==> src/pkg/host_port_pkg.sv <==
// Contract
// - latch controls on address strobe fall
// - else latch on last select/strobe fall
// - byte order bit picks word half
// - selector 00 reaches control register
// - selector 01 read post-increments pointer
// - selector 01 write pre-increments pointer
// - selector 10 reaches address pointer
// - pointer reachable by host only
// - selector 11 data access, pointer unchanged
// - strobe already active: latch on select fall
// - eight-bit two-way host data bus
// - float data bus when not reading
// - data strobes combined by exclusive-nor
// - ready low while busy, high when deselected
package host_port_pkg;

    // ------------------------------------------------------------
    // access selector codes
    // ------------------------------------------------------------
    localparam logic [1:0] SEL_CONTROL  = 2'h0;
    localparam logic [1:0] SEL_DATA_INC = 2'h1;
    localparam logic [1:0] SEL_POINTER  = 2'h2;
    localparam logic [1:0] SEL_DATA_FIX = 2'h3;

    // ------------------------------------------------------------
    // field positions and reset values
    // ------------------------------------------------------------
    localparam int          BYTE_ORDER_POS = 0;       // byte order bit in control word
    localparam logic [15:0] CONTROL_RESET  = 16'h0000;
    localparam logic [15:0] POINTER_RESET  = 16'h0000;
    localparam logic [15:0] LATCH_RESET    = 16'h0000;

    // ------------------------------------------------------------
    // timing: internal completion time of a data access
    // ------------------------------------------------------------
    localparam int CLK_PERIOD_NS = 20;
    localparam int BUSY_TIME_NS  = 40;
    localparam int BUSY_CYCLES   = (BUSY_TIME_NS + CLK_PERIOD_NS - 1) / CLK_PERIOD_NS;

    // latched access controls
    typedef struct packed {
        logic [1:0] sel;       // access selector
        logic       dir;       // high read, low write
        logic       second;    // byte identifier
    } access_t;

    // word handed to the internal side
    typedef struct packed {
        logic [15:0] addr;
        logic [15:0] data;
    } mem_word_t;

endpackage

==> src/hdl/host_port_access_decode.sv <==
`timescale 1ns/1ps
module host_port_access_decode (
    // clock and reset
    input  wire logic        CLK_I,
    input  wire logic        RESET_N_I,
    // host control pins
    input  wire logic        ADDR_LATCH_STROBE_N_I,
    input  wire logic        BYTE_HALF_IDENT_I,
    input  wire logic        ACCESS_SEL_LO_I,
    input  wire logic        ACCESS_SEL_HI_I,
    input  wire logic        PORT_SELECT_N_I,
    input  wire logic        DATA_STROBE_A_I,
    input  wire logic        DATA_STROBE_B_I,
    input  wire logic        HOST_DIR_I,
    output logic             PORT_READY_OUT_O,
    // host data bus, bit 7 msb
    input  wire logic [7:0]  HOST_BUS_I,
    output logic      [7:0]  HOST_BUS_O,
    output logic             HOST_BUS_OE_N_O,
    // internal write stream (pointer, data)
    output logic             WR_VALID_O,
    input  wire logic        WR_READY_I,
    output logic      [31:0] WR_WORD_O,
    // internal read word at the current pointer
    output logic      [15:0] RD_ADDR_O,
    input  wire logic [15:0] RD_DATA_I,
    // control word seen by the processor
    output logic      [15:0] CONTROL_O
);
    // ------------------------------------------------------------
    // state
    // ------------------------------------------------------------
    typedef enum logic [2:0] {
        ST_IDLE   = 3'b001,   // no access in progress
        ST_ACCESS = 3'b010,   // strobe active, controls latched
        ST_BUSY   = 3'b100    // finishing internal part
    } phase_t;

    phase_t                         phase_reg, phase_next;
    host_port_pkg::access_t         acc_reg, acc_next;         // latched controls
    logic                           as_n_reg;                  // previous address strobe
    logic                           strobe_reg;                // previous combined strobe
    logic                           cs_n_reg;                  // previous select
    logic                           as_used_reg, as_used_next; // controls came from addr strobe
    host_port_pkg::access_t         as_acc_reg, as_acc_next;   // captured on addr strobe
    logic [15:0]                    control_reg, control_next;
    logic [15:0]                    pointer_reg, pointer_next;
    logic [15:0]                    latch_reg, latch_next;     // data latch word
    logic [7:0]                     first_reg, first_next;     // held first write byte
    logic [7:0]                     wr_byte_reg, wr_byte_next; // bus byte seen while strobe active
    logic [7:0]                     dout_reg, dout_next;
    logic                           oe_n_reg, oe_n_next;
    logic [3:0]                     busy_reg, busy_next;
    logic                           post_inc_reg, post_inc_next;
    logic                           push;
    logic                           buf_ready;
    logic                           strobe;        // combined data strobe, high = active
    logic                           active;        // select and strobe both active
    logic                           start;         // access begins this cycle
    logic                           finish;        // access ends this cycle
    logic                           msb_first;
    logic [15:0]                    rd_word;
    logic [15:0]                    wr_word;
    host_port_pkg::access_t         pins;

    // ------------------------------------------------------------
    // combine strobes and detect edges
    // ------------------------------------------------------------
    always_comb
    begin
        // exclusive-nor strobes: idle pair gives high, so active is its inverse
        strobe = ~(DATA_STROBE_A_I ~^ DATA_STROBE_B_I);
        active = strobe && !PORT_SELECT_N_I;
        // start on the later falling of select or strobe
        start  = active && !(strobe_reg && !cs_n_reg);
        finish = !active && strobe_reg && !cs_n_reg;
        pins   = '{sel: {ACCESS_SEL_HI_I, ACCESS_SEL_LO_I},
                   dir: HOST_DIR_I, second: BYTE_HALF_IDENT_I};
    end

    // ------------------------------------------------------------
    // access sequencing and word assembly
    // ------------------------------------------------------------
    always_comb
    begin
        phase_next    = phase_reg;
        acc_next      = acc_reg;
        as_used_next  = as_used_reg;
        as_acc_next   = as_acc_reg;
        control_next  = control_reg;
        pointer_next  = pointer_reg;
        latch_next    = latch_reg;
        first_next    = first_reg;
        wr_byte_next  = wr_byte_reg;
        dout_next     = dout_reg;
        oe_n_next     = 1'b1;
        busy_next     = busy_reg;
        post_inc_next = post_inc_reg;
        push          = 1'b0;
        // byte order bit, together with the identifier, picks the half
        msb_first     = !control_reg[host_port_pkg::BYTE_ORDER_POS];
        rd_word       = latch_reg;
        wr_word       = latch_reg;
        // capture controls on the address strobe falling edge
        if (as_n_reg && !ADDR_LATCH_STROBE_N_I)
        begin
            as_acc_next  = pins;
            as_used_next = 1'b1;
        end
        case (phase_reg)
            ST_IDLE:
            begin
                if (start)
                begin
                    // strobe/select capture when address strobe idle high
                    acc_next     = as_used_reg ? as_acc_reg : pins;
                    as_used_next = 1'b0;
                    phase_next   = ST_ACCESS;
                end
            end
            ST_ACCESS:
            begin
                // select the word by access type
                case (acc_reg.sel)
                    host_port_pkg::SEL_CONTROL:  rd_word = control_reg;
                    // pointer reached only from the host side
                    host_port_pkg::SEL_POINTER:  rd_word = pointer_reg;
                    default:                     rd_word = latch_reg;
                endcase
                // drive only while reading with strobe and select active
                if (acc_reg.dir && active)
                begin
                    oe_n_next = 1'b0;
                    dout_next = (acc_reg.second ^ msb_first) ? rd_word[15:8] : rd_word[7:0];
                end
                // write byte sampled while strobe stands; the host may change it on release
                if (!acc_reg.dir && active)
                    wr_byte_next = HOST_BUS_I;
                if (finish)
                begin
                    phase_next = ST_IDLE;
                    // first write byte held, second completes the word
                    if (!acc_reg.dir && !acc_reg.second)
                        first_next = wr_byte_reg;
                    else if (!acc_reg.dir)
                    begin
                        wr_word = msb_first ? {first_reg, wr_byte_reg} : {wr_byte_reg, first_reg};
                        case (acc_reg.sel)
                            host_port_pkg::SEL_CONTROL: control_next = wr_word;
                            host_port_pkg::SEL_POINTER: pointer_next = wr_word;
                            default:
                            begin
                                latch_next = wr_word;
                                if (acc_reg.sel == host_port_pkg::SEL_DATA_INC)
                                    pointer_next = pointer_reg + 16'h0001;
                                phase_next = ST_BUSY;
                                busy_next  = 4'(host_port_pkg::BUSY_CYCLES);
                            end
                        endcase
                    end
                    else if (acc_reg.sel[0])
                    begin
                        // data read completes, then selector 01 advances the pointer
                        // only the second byte ends the word, so only it advances
                        post_inc_next = acc_reg.second
                                        && (acc_reg.sel == host_port_pkg::SEL_DATA_INC);
                        phase_next    = ST_BUSY;
                        busy_next     = 4'(host_port_pkg::BUSY_CYCLES);
                    end
                end
            end
            ST_BUSY:
            begin
                if (busy_reg > 4'h1)
                    busy_next = busy_reg - 4'h1;
                else if (acc_reg.dir)
                begin
                    // post-increment then fetch the next word
                    pointer_next  = post_inc_reg ? pointer_reg + 16'h0001 : pointer_reg;
                    post_inc_next = 1'b0;
                    phase_next    = ST_IDLE;
                end
                else
                begin
                    push = 1'b1;
                    if (buf_ready)
                        phase_next = ST_IDLE;
                end
            end
            default: phase_next = ST_IDLE;
        endcase
        // read latch tracks memory at the pointer while idle
        if (phase_reg == ST_IDLE)
            latch_next = RD_DATA_I;
    end

    // registers only
    always_ff @(posedge CLK_I)
    begin
        if (!RESET_N_I)
        begin
            phase_reg    <= ST_IDLE;
            acc_reg      <= '0;
            as_acc_reg   <= '0;
            as_used_reg  <= 1'b0;
            as_n_reg     <= 1'b1;
            strobe_reg   <= 1'b0;
            cs_n_reg     <= 1'b1;
            control_reg  <= host_port_pkg::CONTROL_RESET;
            pointer_reg  <= host_port_pkg::POINTER_RESET;
            latch_reg    <= host_port_pkg::LATCH_RESET;
            first_reg    <= 8'h00;
            wr_byte_reg  <= 8'h00;
            dout_reg     <= 8'h00;
            oe_n_reg     <= 1'b1;
            busy_reg     <= 4'h0;
            post_inc_reg <= 1'b0;
        end
        else
        begin
            phase_reg    <= phase_next;
            acc_reg      <= acc_next;
            as_acc_reg   <= as_acc_next;
            as_used_reg  <= as_used_next;
            as_n_reg     <= ADDR_LATCH_STROBE_N_I;
            strobe_reg   <= strobe;
            cs_n_reg     <= PORT_SELECT_N_I;
            control_reg  <= control_next;
            pointer_reg  <= pointer_next;
            latch_reg    <= latch_next;
            first_reg    <= first_next;
            wr_byte_reg  <= wr_byte_next;
            dout_reg     <= dout_next;
            oe_n_reg     <= oe_n_next;
            busy_reg     <= busy_next;
            post_inc_reg <= post_inc_next;
        end
    end

    // ------------------------------------------------------------
    // outputs
    // ------------------------------------------------------------
    // write words stall in busy when the buffer is full
    word_buffer #(.WIDTH(32)) word_buffer_inst (
        .clk_i       (CLK_I),
        .reset_n_i   (RESET_N_I),
        .in_valid_i  (push),
        .in_ready_o  (buf_ready),
        .in_data_i   ({pointer_reg, latch_reg}),
        .out_valid_o (WR_VALID_O),
        .out_ready_i (WR_READY_I),
        .out_data_o  (WR_WORD_O)
    );

    always_comb
    begin
        PORT_READY_OUT_O = PORT_SELECT_N_I || (phase_reg != ST_BUSY);
        HOST_BUS_O       = dout_reg;
        HOST_BUS_OE_N_O  = oe_n_reg;
        RD_ADDR_O        = pointer_reg;
        CONTROL_O        = control_reg;
    end
endmodule

==> src/hdl/word_buffer.sv <==
`timescale 1ns/1ps
// two-entry buffer; a stalled receiver never loses a word
module word_buffer #(
    parameter int WIDTH = 32
) (
    // clock and reset
    input  wire logic             clk_i,
    input  wire logic             reset_n_i,
    // fill side
    input  wire logic             in_valid_i,
    output logic                  in_ready_o,
    input  wire logic [WIDTH-1:0] in_data_i,
    // drain side
    output logic                  out_valid_o,
    input  wire logic             out_ready_i,
    output logic      [WIDTH-1:0] out_data_o
);
    logic [WIDTH-1:0] mem_reg [2];     // storage entries
    logic [WIDTH-1:0] mem_next [2];
    logic             wr_reg, wr_next; // write index
    logic             rd_reg, rd_next; // read index
    logic [1:0]       cnt_reg, cnt_next;
    logic             push, pop;

    // ------------------------------------------------------------
    // next state
    // ------------------------------------------------------------
    always_comb
    begin
        in_ready_o  = (cnt_reg != 2'h2);
        out_valid_o = (cnt_reg != 2'h0);
        out_data_o  = mem_reg[rd_reg];
        push        = in_valid_i && in_ready_o;
        pop         = out_valid_o && out_ready_i;
        mem_next    = mem_reg;
        wr_next     = wr_reg;
        rd_next     = rd_reg;
        cnt_next    = cnt_reg;
        if (push)
        begin
            mem_next[wr_reg] = in_data_i;
            wr_next          = ~wr_reg;
        end
        if (pop)
            rd_next = ~rd_reg;
        if (push && !pop)
            cnt_next = cnt_reg + 2'h1;
        else if (pop && !push)
            cnt_next = cnt_reg - 2'h1;
    end

    // registers only
    always_ff @(posedge clk_i)
    begin
        if (!reset_n_i)
        begin
            mem_reg[0] <= '0;
            mem_reg[1] <= '0;
            wr_reg     <= 1'b0;
            rd_reg     <= 1'b0;
            cnt_reg    <= 2'h0;
        end
        else
        begin
            mem_reg <= mem_next;
            wr_reg  <= wr_next;
            rd_reg  <= rd_next;
            cnt_reg <= cnt_next;
        end
    end
endmodule

==> config.mk <==
export PLATFORM = sky130hd
export DESIGN_NAME = host_port_access_decode
export DESIGN_NICKNAME = d
export VERILOG_FILES = /design/src/pkg/host_port_pkg.sv /design/src/hdl/host_port_access_decode.sv /design/src/hdl/word_buffer.sv
export SDC_FILE = /design/constraint.sdc
export NUM_CORES = 1
export LEC_CHECK = 0
export BUFFER_PORTS_ARGS = -buffer_cell sky130_fd_sc_hd__buf_2
export CAP_MARGIN = 10
export CORE_MARGIN = 3
export CORE_UTILIZATION = 57
export DETAILED_ROUTE_END_ITERATION = 7
export PLACE_DENSITY = 0.89
export SLEW_MARGIN = 20
export SYNTH_ARGS = -nofsm -noshare
export SYNTH_HDL_FRONTEND = slang
export SYNTH_SLANG_ARGS = --single-unit
export TNS_END_PERCENT = 100
==> constraint.sdc <==
create_clock -name CLK_I -period 2.7 [get_ports CLK_I]
set_input_delay 0.27 -clock CLK_I [delete_from_list [all_inputs] [get_ports CLK_I]]
set_output_delay 0.27 -clock CLK_I [all_outputs]
set_load 0.01 [all_outputs]
==> run summary <==
Slowest cell on crit path - a211o_1
max FFs per register - 64
Setup Buffers After CTS - 0
CTS Buffer Depth - 2
placed cell count - 1075
most frequent cells in the layout - dfxtp_1 (161), nor2_1 (136), buf_2 (109), nand2_1 (100), a21oi_1 (77)
filler cell count in the final layout - 922
Setup crit end - RD_ADDR_O[0]$_SDFFE_PN0P_
Via density - 6.01
Starting Density - 58.6%
CTS tree - done
gr ovfl total - 0
cts repair resizes - 0
Core ar. - 12700 um2
first-pass GRT wire length - 32100 um
commonest non-fill, non-tap cell in the layout - dfxtp_1
clock slew at reported path FFs - 0.06 ns
Rows - 41
FF-to-FF path depth - 7
worst-skew pair later-pin latency - 0.43 ns
CTS Buf Count - 17
Final Setup Violations - 0
die height - 120 um
Max-slew headroom - 31.3%
Total GRT Usage - 28.1%
P per Cell Area - 604 nW/um2
syn nets - 874
Pleak - 3.59 nW
arrival time at the worst endpoint - 2.81 ns
number of diodes - 0
largest net degree at the start of global routing - 61
crit path cell chain - inv_1, ha_1, nor2_1, o31a_1, a211o_1, a21oi_1, o221a_1
Setup Skew - 0.0104 ns
Max rail drop VDD - 476 uV
Horiz. Die Dim - 120 um
WL final - 20200 um
Power, Total - 5.28 mW
count of max-cap constraint violations - 0
Die ar. - 14400 um2
setup repair after global routing missed its margin - no
post-synth top area share - 43.4%
Fin. Hold Viols - 0
Final Util - 69.0%
Async SR Flop Fraction - 0%
Final period util - 92.3%
flop-to-flop setup slack - 0.21 ns
root buffer cell - clkbuf_16
DR WL/cell - 18.3 um
placed wire-length estimate - 13600 um
fraction of layout cells with a size suffix above 1 - 25.1%
DR vias - 6643
Slew Limit Fails - 0
Setup TNS - 0 ns
Ys Warns - 0
Max FO, Critical Path - 32
predominant post-synthesis flop cell - dfxtp_1
number of global-route vias before repair - 6195
Avg Inst Size Synth - 8.89 um2
status - finished, final reports clean
Final nets - 961
Post-synth EDFFs - 0
CP peak stage delay - 0.78 ns
DRC - 0
worst reg2reg endpoint - RD_ADDR_O[0]$_SDFFE_PN0P_
final hold slack - 0.0333 ns
Layout Area Growth over Synthesis - 17.7%
port buffer count - 109
CP startpoint - busy_reg[0]$_SDFFE_PN0P_
Post-DRT Antenna Nets - 0
synthesized instance count - 835
sequential fraction of the synthesis area - 43.4%
Placer Congestion - 0.907
non-filler cells, final - 1105
nature of the critical path endpoint - flop
TritonCTS Sinks - 161
Area contributors post-synth - dfxtp_1 (43%), mux2i_1 (9.0%), mux2_2 (7.3%)
RR Startpoint - busy_reg[0]$_SDFFE_PN0P_
Initial DRC Count - 749
Data required, critical path - 3.02 ns
CP Launch Type - flop
I/O pins - 110
TritonRoute pass-1 iters - 6
Post-Syn Area - 7430 um2
initial antenna violation count - 0
Least-Margin Pin Slew - 1.03 ns
fmax - 0.401 GHz
Synth cell types - 61
cts hold-fix bufs - 0
Period minus WS final - 2.49 ns
kind of critical path - flop to flop
worst hold path class - primary input to flop
number of synthesized register bits - 161
H-tree Lvls - 4
Synth area leader - dfxtp_1
synthesized netlist by cell type (3+ instances only):
master / count
dfxtp_1: 161
nor2_1: 136
nand2_1: 100
a21oi_1: 77
mux2i_1: 67
mux2_2: 48
clkbuf_1: 47
a211oi_1: 22
o21ai_1: 21
nor3_1: 15
o21ai_0: 12
buf_2: 9
nand3_1: 9
mux4_2: 8
o221a_1: 7
inv_1: 5
nand4_1: 5
nor2b_1: 5
o211ai_1: 5
buf_1: 4
ha_1: 4
nand2b_1: 4
o31ai_1: 4
xor2_1: 4
buf_6: 3
nor4_1: 3
o21a_1: 3
o21bai_1: 3
power by group:
group	internal, mW	switching, mW
clock	1.58	0.948
sequential	2.41	0.0518
combinational	0.113	0.178
total	4.10	1.18
worst min-delay path by stage:
stage	from	to	slack, ns	cells after the start
after floorplan	ADDR_LATCH_STROBE_N_I	as_n_reg$_SDFF_PN1_	0.37	1
after global placement	word_buffer_inst.mem_reg[36]$_SDFFE_PN0P_	word_buffer_inst.mem_reg[36]$_SDFFE_PN0P_	0.44	2
after detailed placement	word_buffer_inst.mem_reg[55]$_SDFFE_PN0P_	word_buffer_inst.mem_reg[55]$_SDFFE_PN0P_	0.45	2
after CTS	ADDR_LATCH_STROBE_N_I	as_n_reg$_SDFF_PN1_	0.03	2
after global routing	ADDR_LATCH_STROBE_N_I	as_n_reg$_SDFF_PN1_	0.06	2
final	ADDR_LATCH_STROBE_N_I	as_n_reg$_SDFF_PN1_	0.03	2
per-layer routing:
layer	share of wire (%)	vias up	track usage, %
li1	-	3096	-
met5	0	-	0
met1	40	3098	36.5
met2	46	372	42.5
met4	5.5	0	16.5
met3	9.1	77	6.83
area by class of cell:
cell class	instances	area (um2)	area share, %
tap	172	215	2.46
inverter	6	23.8	0.272
multi-input combinational	605	3930	45.0
clock buffer	19	453	5.18
timing repair buffer	131	736	8.41
clock inverter	11	163	1.86
sequential	161	3220	36.9
worst max-delay path: cells and delay by family, from the launching register on:
kind            cells  cell delay [ns]
compound gates      4             1.38
fa+ha+maj           1             0.23
buf+inv             1             0.06
flops               1             0.39
simple gates        1             0.31
kinds of logic after synthesis:
kind of cell	Yosys count	synth area share, %
and+or+nand+nor	299	18.1
AOI/OAI and AO/OA	172	14.3
DFF	161	43.4
muxes	123	18.7
buffers and inverters	69	3.94
xor gates and xnor gates	7	0.927
adders and majority gates	4	0.674
metrics by stage:
step                area, um2  setup WS, ns
floorplan                7430         0.524
global placement         8130         0.419
detailed placement       8130         0.271
CTS                      8740         0.261
global route             8740        0.0516
finish                   8740         0.208
Power figures use the tool's default switching activity.
